**src/common/ibsf_defs.vh**
```
// Register map, field positions and reset values of the bus-busy and slave-match block.
`ifndef IBSF_DEFS_VH
`define IBSF_DEFS_VH

// Byte offsets on the register bus.
`define IBSF_OFS_CTRL       5'h00
`define IBSF_OFS_OWN_ADDR   5'h04
`define IBSF_OFS_STATUS     5'h08
`define IBSF_OFS_INT_STATUS 5'h0c
`define IBSF_OFS_INT_MASK   5'h10

// Control register fields.
`define IBSF_CTRL_OUT_OF_RESET 0
`define IBSF_CTRL_TEN_BIT      1

// Status register fields.
`define IBSF_STAT_BUS_BUSY  0
`define IBSF_STAT_ADDRESSED 1

// Interrupt status and mask fields.
`define IBSF_INT_START      0
`define IBSF_INT_STOP       1
`define IBSF_INT_ADDRESSED  2
`define IBSF_INT_RELEASED   3
`define IBSF_INT_WIDTH      4

// Reset values.
`define IBSF_CTRL_RESET     2'h0
`define IBSF_OWN_ADDR_RESET 10'h000
`define IBSF_INT_MASK_RESET 4'h0

// Fixed high part of a ten-bit address header byte.
`define IBSF_TEN_BIT_HEADER 5'h1e

`endif

```
**src/rtl/ibsf_top.v**
```verilog
// Bus-busy and addressed-as-slave status logic with its register slave.
//
// Summary of operation
// - START sets the bus-busy flag; STOP clears it.
// - With module held in reset, no START/STOP seen; bus-busy keeps its value.
// - After power-up bus-busy reads zero until software releases the module reset.
// - After release bus-busy changes only at the next START or STOP.
// - Own address match sets addressed-as-slave in seven- and ten-bit modes.
// - Seven-bit: NACK, STOP or repeated START clear it; other address does not.
// - Ten-bit: NACK, STOP or other address clear it; repeated START does not.
// - Once addressed-as-slave clears, the slave stops acknowledging and transferring.
`timescale 1ns/1ns
`include "ibsf_defs.vh"
module ibsf_top (
   // Clock and reset.
   input  wire        CLK_IN,
   input  wire        RST_IN,
   // Avalon-MM register slave.
   input  wire [4:0]  AVS_ADDRESS_IN,
   input  wire        AVS_READ_IN,
   input  wire        AVS_WRITE_IN,
   input  wire [3:0]  AVS_BYTEENABLE_IN,
   input  wire [31:0] AVS_WRITEDATA_IN,
   output reg  [31:0] AVS_READDATA_OUT,
   output reg         AVS_WAITREQUEST_OUT,
   // Interrupt.
   output wire        IRQ_OUT,
   // Serial bus pins; SDA is open drain.
   input  wire        SCL_IN,
   input  wire        SDA_IN,
   output reg         SDA_OUT,
   output reg         SDA_OE_N_OUT
);
   localparam ST_IDLE  = 2'd0;
   localparam ST_ADDR1 = 2'd1;
   localparam ST_ADDR2 = 2'd2;
   localparam ST_DATA  = 2'd3;

   // Registers.
   reg  [1:0]                 ctrl;
   reg  [9:0]                 own_addr;
   reg  [`IBSF_INT_WIDTH-1:0] int_mask;
   reg                        bus_busy_flag;
   reg                        addressed_as_slave_flag;

   // Line sampling.
   wire [1:0]                 line_sync;
   wire                       scl_s;
   wire                       sda_s;
   reg                        scl_q;
   reg                        sda_q;

   // Slave byte engine.
   reg  [1:0]                 state;
   reg  [3:0]                 bit_cnt;
   reg  [6:0]                 shift;
   reg                        rw;
   reg                        ack_pending;
   reg                        match_pulse;
   reg                        nomatch_pulse;
   reg                        nack_pulse;

   // Bus access and interrupt wiring.
   wire                       module_out_of_reset;
   wire                       ten_bit;
   wire                       access;
   wire                       wr_en;
   wire [`IBSF_INT_WIDTH-1:0] int_status;
   wire [`IBSF_INT_WIDTH-1:0] int_event;
   wire [`IBSF_INT_WIDTH-1:0] int_clear;
   wire                       start_det;
   wire                       stop_det;
   wire                       scl_rise;
   wire                       scl_fall;
   wire [7:0]                 byte_in;
   wire                       slave_clear;
   wire                       repeated_start;
   reg  [31:0]                next_readdata;

   assign module_out_of_reset = ctrl[`IBSF_CTRL_OUT_OF_RESET];
   assign ten_bit             = ctrl[`IBSF_CTRL_TEN_BIT];

   ibsf_sync #(
      .W (2)
   ) u_sync (
      .clk_in   (CLK_IN),
      .rst_in   (RST_IN),
      .async_in ({SCL_IN, SDA_IN}),
      .sync_out (line_sync)
   );

   assign scl_s = line_sync[1];
   assign sda_s = line_sync[0];

   // The previous sample runs even while the module is held in reset, so a
   // release never manufactures an edge from a stale sample.
   always @(posedge CLK_IN) begin
      if (RST_IN) begin
         scl_q <= 1'b1;
         sda_q <= 1'b1;
      end else begin
         scl_q <= scl_s;
         sda_q <= sda_s;
      end
   end

   // Conditions are gated off entirely while the module is held in reset.
   assign start_det = module_out_of_reset & scl_s & scl_q & sda_q & ~sda_s;
   assign stop_det  = module_out_of_reset & scl_s & scl_q & ~sda_q & sda_s;
   assign scl_rise  = module_out_of_reset & scl_s & ~scl_q;
   assign scl_fall  = module_out_of_reset & ~scl_s & scl_q;
   assign byte_in   = {shift, sda_s};
   assign repeated_start = start_det & bus_busy_flag;

   // Bus-busy tracks conditions only; it is never reloaded from the line
   // levels, so it holds its old value across a module reset.
   always @(posedge CLK_IN) begin
      if (RST_IN) begin
         bus_busy_flag <= 1'b0;
      end else if (start_det) begin
         bus_busy_flag <= 1'b1;
      end else if (stop_det) begin
         bus_busy_flag <= 1'b0;
      end
   end

   // Clearing events depend on the addressing mode.
   assign slave_clear = nack_pulse | stop_det |
                        (ten_bit ? nomatch_pulse : repeated_start);

   always @(posedge CLK_IN) begin
      if (RST_IN) begin
         addressed_as_slave_flag <= 1'b0;
      end else if (!module_out_of_reset) begin
         addressed_as_slave_flag <= 1'b0;
      end else if (match_pulse) begin
         addressed_as_slave_flag <= 1'b1;
      end else if (slave_clear) begin
         addressed_as_slave_flag <= 1'b0;
      end
   end

   // Byte engine: bits are taken on SCL rising edges, the acknowledge is
   // driven from the falling edge after the eighth bit to the next fall.
   always @(posedge CLK_IN) begin
      if (RST_IN || !module_out_of_reset) begin
         state         <= ST_IDLE;
         bit_cnt       <= 4'h0;
         shift         <= 7'h00;
         rw            <= 1'b0;
         ack_pending   <= 1'b0;
         match_pulse   <= 1'b0;
         nomatch_pulse <= 1'b0;
         nack_pulse    <= 1'b0;
         SDA_OUT       <= 1'b0;
         SDA_OE_N_OUT  <= 1'b1;
      end else begin
         match_pulse   <= 1'b0;
         nomatch_pulse <= 1'b0;
         nack_pulse    <= 1'b0;
         SDA_OUT       <= 1'b0;
         if (start_det) begin
            state        <= ST_ADDR1;
            bit_cnt      <= 4'h0;
            ack_pending  <= 1'b0;
            SDA_OE_N_OUT <= 1'b1;
         end else if (stop_det) begin
            state        <= ST_IDLE;
            ack_pending  <= 1'b0;
            SDA_OE_N_OUT <= 1'b1;
         end else if (slave_clear && state == ST_DATA) begin
            state        <= ST_IDLE;
            ack_pending  <= 1'b0;
            SDA_OE_N_OUT <= 1'b1;
         end else if (scl_fall) begin
            SDA_OE_N_OUT <= ~(ack_pending && bit_cnt == 4'h8);
         end else if (scl_rise && state != ST_IDLE) begin
            if (bit_cnt == 4'h8) begin
               bit_cnt     <= 4'h0;
               ack_pending <= 1'b0;
               // In a read the ninth bit is the master's acknowledge.
               if (state == ST_DATA && rw && sda_s) begin
                  nack_pulse <= 1'b1;
                  state      <= ST_IDLE;
               end
            end else if (bit_cnt == 4'h7) begin
               bit_cnt <= 4'h8;
               case (state)
                  ST_ADDR1: begin
                     if (!ten_bit) begin
                        if (byte_in[7:1] == own_addr[6:0]) begin
                           match_pulse <= 1'b1;
                           rw          <= byte_in[0];
                           ack_pending <= 1'b1;
                           state       <= ST_DATA;
                        end else begin
                           nomatch_pulse <= 1'b1;
                           state         <= ST_IDLE;
                        end
                     end else if (byte_in[7:3] == `IBSF_TEN_BIT_HEADER &&
                                  byte_in[2:1] == own_addr[9:8] && !byte_in[0]) begin
                        ack_pending <= 1'b1;
                        state       <= ST_ADDR2;
                     end else if (byte_in[7:3] == `IBSF_TEN_BIT_HEADER &&
                                  byte_in[2:1] == own_addr[9:8] &&
                                  addressed_as_slave_flag) begin
                        // Read header after a repeated START keeps the match.
                        match_pulse <= 1'b1;
                        rw          <= 1'b1;
                        ack_pending <= 1'b1;
                        state       <= ST_DATA;
                     end else begin
                        nomatch_pulse <= 1'b1;
                        state         <= ST_IDLE;
                     end
                  end
                  ST_ADDR2: begin
                     if (byte_in == own_addr[7:0]) begin
                        match_pulse <= 1'b1;
                        rw          <= 1'b0;
                        ack_pending <= 1'b1;
                        state       <= ST_DATA;
                     end else begin
                        nomatch_pulse <= 1'b1;
                        state         <= ST_IDLE;
                     end
                  end
                  ST_DATA: begin
                     // Received bytes are acknowledged only while addressed.
                     ack_pending <= ~rw & addressed_as_slave_flag;
                  end
                  default: begin
                     state <= ST_IDLE;
                  end
               endcase
            end else begin
               bit_cnt <= bit_cnt + 4'h1;
               shift   <= byte_in[6:0];
            end
         end
      end
   end

   // Avalon-MM slave: one wait cycle, then the access completes.
   assign access = (AVS_READ_IN | AVS_WRITE_IN) & ~AVS_WAITREQUEST_OUT;
   assign wr_en  = AVS_WRITE_IN & ~AVS_WAITREQUEST_OUT;

   always @(posedge CLK_IN) begin
      if (RST_IN) begin
         AVS_WAITREQUEST_OUT <= 1'b1;
      end else if ((AVS_READ_IN | AVS_WRITE_IN) && AVS_WAITREQUEST_OUT) begin
         AVS_WAITREQUEST_OUT <= 1'b0;
      end else begin
         AVS_WAITREQUEST_OUT <= 1'b1;
      end
   end

   always @(posedge CLK_IN) begin
      if (RST_IN) begin
         ctrl     <= `IBSF_CTRL_RESET;
         own_addr <= `IBSF_OWN_ADDR_RESET;
         int_mask <= `IBSF_INT_MASK_RESET;
      end else if (wr_en) begin
         case (AVS_ADDRESS_IN)
            `IBSF_OFS_CTRL: begin
               if (AVS_BYTEENABLE_IN[0]) begin
                  ctrl <= AVS_WRITEDATA_IN[1:0];
               end
            end
            `IBSF_OFS_OWN_ADDR: begin
               if (AVS_BYTEENABLE_IN[0]) begin
                  own_addr[7:0] <= AVS_WRITEDATA_IN[7:0];
               end
               if (AVS_BYTEENABLE_IN[1]) begin
                  own_addr[9:8] <= AVS_WRITEDATA_IN[9:8];
               end
            end
            `IBSF_OFS_INT_MASK: begin
               if (AVS_BYTEENABLE_IN[0]) begin
                  int_mask <= AVS_WRITEDATA_IN[`IBSF_INT_WIDTH-1:0];
               end
            end
            default: begin
               ctrl <= ctrl;
            end
         endcase
      end
   end

   always @* begin
      next_readdata = 32'h0000_0000;
      case (AVS_ADDRESS_IN)
         `IBSF_OFS_CTRL:       next_readdata[1:0] = ctrl;
         `IBSF_OFS_OWN_ADDR:   next_readdata[9:0] = own_addr;
         `IBSF_OFS_STATUS:     next_readdata[1:0] = {addressed_as_slave_flag, bus_busy_flag};
         `IBSF_OFS_INT_STATUS: next_readdata[`IBSF_INT_WIDTH-1:0] = int_status;
         `IBSF_OFS_INT_MASK:   next_readdata[`IBSF_INT_WIDTH-1:0] = int_mask;
         default:              next_readdata = 32'h0000_0000;
      endcase
   end

   // Read data are loaded in the wait cycle and stand while waitrequest is low.
   always @(posedge CLK_IN) begin
      if (RST_IN) begin
         AVS_READDATA_OUT <= 32'h0000_0000;
      end else if (AVS_READ_IN && AVS_WAITREQUEST_OUT) begin
         AVS_READDATA_OUT <= next_readdata;
      end
   end

   assign int_event = {slave_clear & addressed_as_slave_flag & ~match_pulse,
                       match_pulse, stop_det, start_det};
   assign int_clear = (wr_en && access && AVS_ADDRESS_IN == `IBSF_OFS_INT_STATUS &&
                       AVS_BYTEENABLE_IN[0]) ?
                      AVS_WRITEDATA_IN[`IBSF_INT_WIDTH-1:0] : {`IBSF_INT_WIDTH{1'b0}};

   ibsf_irq u_irq (
      .clk_in     (CLK_IN),
      .rst_in     (RST_IN),
      .event_in   (int_event),
      .clear_in   (int_clear),
      .mask_in    (int_mask),
      .status_out (int_status),
      .irq_out    (IRQ_OUT)
   );
endmodule // ibsf_top

```
**src/rtl/ibsf_sync.v**
```verilog
// Two-stage synchroniser for a group of asynchronous inputs.
`timescale 1ns/1ns
module ibsf_sync #(
   parameter W = 2
) (
   // Clock and reset.
   input  wire         clk_in,
   input  wire         rst_in,
   // Asynchronous levels and their synchronised copies.
   input  wire [W-1:0] async_in,
   output wire [W-1:0] sync_out
);
   reg [W-1:0] stage1;
   reg [W-1:0] stage2;

   genvar i;
   generate
      for (i = 0; i < W; i = i + 1) begin : g_bit
         // Idle bus lines are high, so both stages reset high.
         always @(posedge clk_in) begin
            if (rst_in) begin
               stage1[i] <= 1'b1;
               stage2[i] <= 1'b1;
            end else begin
               stage1[i] <= async_in[i];
               stage2[i] <= stage1[i];
            end
         end
      end
   endgenerate

   assign sync_out = stage2;
endmodule // ibsf_sync

```
**src/rtl/ibsf_irq.v**
```verilog
// Sticky event status with write-one-to-clear, mask and a level interrupt.
`timescale 1ns/1ns
`include "ibsf_defs.vh"
module ibsf_irq (
   // Clock and reset.
   input  wire                       clk_in,
   input  wire                       rst_in,
   // Event pulses and software clear strobes.
   input  wire [`IBSF_INT_WIDTH-1:0] event_in,
   input  wire [`IBSF_INT_WIDTH-1:0] clear_in,
   input  wire [`IBSF_INT_WIDTH-1:0] mask_in,
   // Status and interrupt.
   output reg  [`IBSF_INT_WIDTH-1:0] status_out,
   output reg                        irq_out
);
   genvar i;
   generate
      for (i = 0; i < `IBSF_INT_WIDTH; i = i + 1) begin : g_flag
         // A new event in the clearing cycle keeps the bit set.
         always @(posedge clk_in) begin
            if (rst_in) begin
               status_out[i] <= 1'b0;
            end else if (event_in[i]) begin
               status_out[i] <= 1'b1;
            end else if (clear_in[i]) begin
               status_out[i] <= 1'b0;
            end
         end
      end
   endgenerate

   always @(posedge clk_in) begin
      if (rst_in) begin
         irq_out <= 1'b0;
      end else begin
         irq_out <= |(status_out & mask_in);
      end
   end
endmodule // ibsf_irq

```
**config.mk**
```make
export PLATFORM = sky130hd
export DESIGN_NAME = ibsf_top
export DESIGN_NICKNAME = d
export VERILOG_FILES = /design/src/rtl/ibsf_top.v /design/src/rtl/ibsf_sync.v /design/src/rtl/ibsf_irq.v
export VERILOG_INCLUDE_DIRS = /design/src /design/src/common
export SDC_FILE = /design/constraint.sdc
export NUM_CORES = 1
export LEC_CHECK = 0
export CORE_MARGIN = 5
export CORE_UTILIZATION = 59
export DETAILED_ROUTE_END_ITERATION = 16
export DONT_BUFFER_PORTS = 1
export PLACE_DENSITY = 0.71
export REMOVE_ABC_BUFFERS = 1
export SYNTH_ARGS = -nofsm -noshare
export SYNTH_HDL_FRONTEND = slang
export SYNTH_HIERARCHICAL = 1
export SYNTH_SLANG_ARGS = --single-unit
```
**constraint.sdc**
```tcl
create_clock -name CLK_IN -period 2.69 [get_ports CLK_IN]
set_input_delay 0.538 -clock CLK_IN [delete_from_list [all_inputs] [get_ports CLK_IN]]
set_output_delay 0.538 -clock CLK_IN [all_outputs]
set_load 0.005 [all_outputs]
```
# After elaboration in Yosys (flattened, before gate mapping)
# Cells that the tools add are included.
# op_classes
n_addsub,1
eq_ne,25
mux,60
bitwise,35
n_reduce_logical,45
# op_table
op,count
1-bit 2-to-1 mux,41
2-bit nonzero test,9
2-bit 2-to-1 mux,8
1-bit NOT,16
1-bit bitwise AND,15
7-bit AND reduction,2
1-bit logical AND,13
4-bit 2-to-1 mux,3
3-bit != test (second input constant),4
2-bit one-hot mux with 3 select lines,2
12-bit AND reduction,1
3-bit AND reduction,4
5-bit by 4-bit equality test with 1-bit output (second input constant),2
5-bit equality test (second input constant),2
2-bit one-hot mux with 5 select lines,1
5-bit AND reduction,2
8-bit equality test,1
4-bit nonzero test,2
4-bit OR reduction,2
8-bit OR reduction,1
7-bit equality test,1
7-bit OR reduction,1
6-bit 2-to-1 mux,1
1-bit one-hot mux with 2 select lines,3
23 further kinds,29
# word_totals
register_bits,59
out_inout_bits,36

# Depth between registers and ports, before layout
# logic_depth
depth_word,14
mapped_depth,8

# By module
# Netlist, hierarchy kept.
# by_module_without_submodules
module,n_inst,cells_per_inst,area_each_um2,seq_area_each_um2
ibsf_top,1,316,2731.4,1001.0
ibsf_irq,1,20,180.2,100.1
ibsf_sync,1,8,105.1,80.1

# Worst setup path after synthesis
# OpenSTA, ideal clock, no wires.
# synth_timing
kind,input to register
start,in AVS_ADDRESS_IN[4]
end,reg own_addr[0]
t_arrival_ps,1803
setup_slack_ps,760
stages,5
cell_sequence,or4b_1 -> buf_2 -> nor3_4 -> mux2i_1 -> nor2_1
# synth_via
elab_chain_cells,2
# synth_rtl
element,line,rtl
from (decl),ibsf_top.v:19,"input wire [4:0] AVS_ADDRESS_IN,"
5-bit by 3-bit equality test with 1-bit output,ibsf_top.v:264,case (AVS_ADDRESS_IN)
3-bit AND reduction (no source line),-,
to (signal assigned),ibsf_top.v:261,own_addr <= `IBSF_OWN_ADDR_RESET;
to (signal assigned),ibsf_top.v:272,own_addr[7:0] <= AVS_WRITEDATA_IN[7:0];
to (decl),ibsf_top.v:41,reg [9:0] own_addr;
# Every way passes these cells.
# A chain may end at the register's enable or synchronous reset.

# Worst setup path after layout
# layout_timing
start,reg state[0]
end,reg shift[1]
# layout_via
elab_chain_cells,4
# layout_rtl
element,line,rtl
from (decl),ibsf_top.v:54,reg [1:0] state;
from (signal assigned),ibsf_top.v:147,state <= ST_IDLE;
from (signal assigned),ibsf_top.v:163,state <= ST_ADDR1;
from (signal assigned),ibsf_top.v:168,state <= ST_IDLE;
2-bit equality test,ibsf_top.v:171,end else if (slave_clear && state == ST_DATA) begin
1-bit logical AND,ibsf_top.v:171,
1-bit NOT (no source line),-,
7-bit AND reduction (no source line) *,-,
to (signal assigned),ibsf_top.v:238,shift <= byte_in[6:0];
to (decl),ibsf_top.v:56,reg [6:0] shift;
# Mark *: on every way between the ends. The rest lies on a longest branch, timed or not.

==> out/metrics.yaml <==
cp.depth: 7
fin_skew_ps: 9.00
seq_area_frac_synth_pct: 39.2
vdd_drop_max_v: 0.000574
ios: 83
ys_ff_latch: 59
reg2reg_to: "shift[1]$_SDFFE_PP0P_"
synthCells: 344
worstPathRequired_ps: 2890
postSynthAreaPerCell_um2: 8.77
cts.sinks: 59
synth_warnings: 6
cp_max_fo: 8
max_freq_mhz: 465
coreArea_mm2: 0.00504
worst-path-buf-inv: 1
postCtsHoldBufs: 0
path_clk_slew_ps: 60
holdWs_ps: 273
slowest_stage: "and3_1"
critPathLaunch: "state[0]$_SDFFE_PP0P_"
powerDensity_mw_per_mm2: 537
cp-start-kind: "register"
critPathArrivalTime_ps: 2350
synth.distinct_cells: 50
cap_viol_max_count: 0
cts_buffers: 9
die-area_mm2: 0.00664
post_cts_resized: 0
gp_congestion: 0.845
syn_to_final_growth_pct: 5.27
grt_setup_unrepaired: "no"
post_drt_wl_per_cell_um: 15.1
drive_above_1_share_pct: 7.45
power_w: 0.00171
hold_path_class: "primary input to register"
root_buffer: "clkbuf_8"
synth_edf_count: 0
fin_nets: 398
post-route-min-period_ps: 2150
min-delay-start: "RST_IN"
htreeDepth: 3
r2r_cells: 7
grt.total_usage_pct: 20.8
antenna_found_initial: 0
syn-cell-area_mm2: 0.00302
drt_iter0_drc: 123
grt_overflow: 0
portBuffers: 0
rows: 26
remaining_drc_errors: 0
reg2reg_slack_ps: 540
clk_latency_ps: 330
dr.pass1.iters: 4
grt_pass1_vias: 2221
die_w_um: 81.5
drt_wl_total_um: 6310
die_h_um: 81.5
reg2reg_from: "state[0]$_SDFFE_PP0P_"
initial_core_util_pct: 59.8
cts_setup_buffers: 0
vias: 2304
path_cells: "inv_1, ha_1, nand4bb_1, a211oi_2, and3_1, mux2i_1, nor2_1"
drv_slew: 0
grt_pass1_wl_um: 10400
path_delay_family: "simple AND/OR/NAND/NOR gates"
grt_max_degree: 39
status: "finished, final reports clean"
post-route-period-util_pct: 79.9
tns_ps: 0
worstSetupEndpointType: "register"
clockBufferDepth: 2
cp-endpoint: "shift[1]$_SDFFE_PP0P_"
antenna_left: 0
total_leakage_power_nw: 1.21
worst-setup-path-type: "register to register"
cp_slowest_stage_delay_ps: 480
dp_hpwl_um: 4690
setup_viol: 0
hold_violations: 0
viasPerCell: 5.50
async_flop_share_pct: 0
tightest_slew_ps: 684
antenna_cells: 0
cts_tree: "built"
synth_flop_cell: "dfxtp_1"
relSlewSlack_pct: 53.9
report_power, final:
part	switching, W	internal, W
registers	0.00000822	0.000883
logic	0.0000256	0.0000146
clock network	0.000321	0.000454
total	0.000355	0.00135
layer usage:
layer	vias up	GRT usage, %	wire [um]
met5	-	0	0
met4	0	11.3	127
met3	14	6.14	473
met2	76	31.6	2880
met1	1066	26.3	2830
li1	1148	-	-
stage by stage:
step	worst slack, ps	utilization [%]	std cells	cell area, um^2
final	540	63.0	419	3180
after detailed placement	528	59.1	404	2980
after floorplan	689	-	332	2880
after global routing	354	63.0	419	3180
after global placement	570	59.1	404	2980
after CTS	517	63.0	419	3180
placed cells by master (no fill, tap or decap), types with 3 or more instances in the layout:
cell type and count:
xor2_1 8, nor3_1 10, dfxtp_1 59, or2_1 4, nand2b_1 6, inv_1 14, a31oi_1 4, and2_1 6
mux2i_1 29, nand4_1 3, nand3_1 8, conb_1 23, a21oi_1 14, nor2b_1 4, o21ai_0 12, ha_1 6
a22oi_1 8, xnor2_1 9, nand3b_1 3, a21o_1 4, mux2_2 3, clkbuf_8 14, nor2_1 46, nand2_1 16
logic make-up (layout without fill, tap and decap cells):
kind of cell	Yosys count	count (layout)	synth area share, %
compound gates	59	59	12.8
xor+xnor	17	17	4.94
fa+ha+maj	6	6	2.49
buf+inv	48	31	9.17
flops	59	59	39.2
mux	32	32	10.7
other cells	1	23	0.124
simple gates	122	122	20.6
sequential cells by signal (all words and copies together) (netlist names), 2 cells and up:
| register | count |
|---|---|
| shift | 7 |
| own_addr | 10 |
| u_sync/sync_out | 2 |
| ctrl | 2 |
| AVS_READDATA_OUT | 10 |
| bit_cnt | 4 |
| int_mask | 4 |
| u_irq/status_out | 4 |
| u_sync/stage1 | 2 |
| state | 2 |
Yosys cell counts, types with 7 or more instances:
library cell / number / area share [%]
nand2_1: 16 / 2.0
o21ai_0: 12 / 2.0
nand3_1: 8 / 1.3
xnor2_1: 9 / 2.6
clkbuf_1: 7 / 0.87
nor3_1: 10 / 1.7
buf_4: 25 / 6.2
xor2_1: 8 / 2.3
a22oi_1: 8 / 2.0
inv_1: 14 / 1.7
a21oi_1: 14 / 2.3
dfxtp_1: 59 / 39
mux2i_1: 29 / 9.6
nor2_1: 46 / 5.7
layout make-up:
| type | count | area [um^2] |
|---|---|---|
| fillers | 447 | 1870 |
| multi-input cells | 259 | 1640 |
| flip-flops and latches | 59 | 1180 |
| clock buffers | 14 | 193 |
| well taps | 70 | 87.6 |
| inverters | 14 | 52.6 |
| repair buffers | 2 | 15.0 |
| clock inverters | 1 | 5.00 |
worst min path at each step:
stage / to / cells after the start
after global placement: u_sync/sync_out[0]$_SDFF_PP1_ / 1
after floorplan: u_sync/sync_out[0]$_SDFF_PP1_ / 1
final: int_mask[3]$_SDFFE_PP0P_ / 1
after detailed placement: u_sync/sync_out[1]$_SDFF_PP1_ / 1
after CTS: u_irq/status_out[2]$_SDFFE_PP0P_ / 1
after global routing: int_mask[3]$_SDFFE_PP0P_ / 1
(Power assumes the default switching activity.)
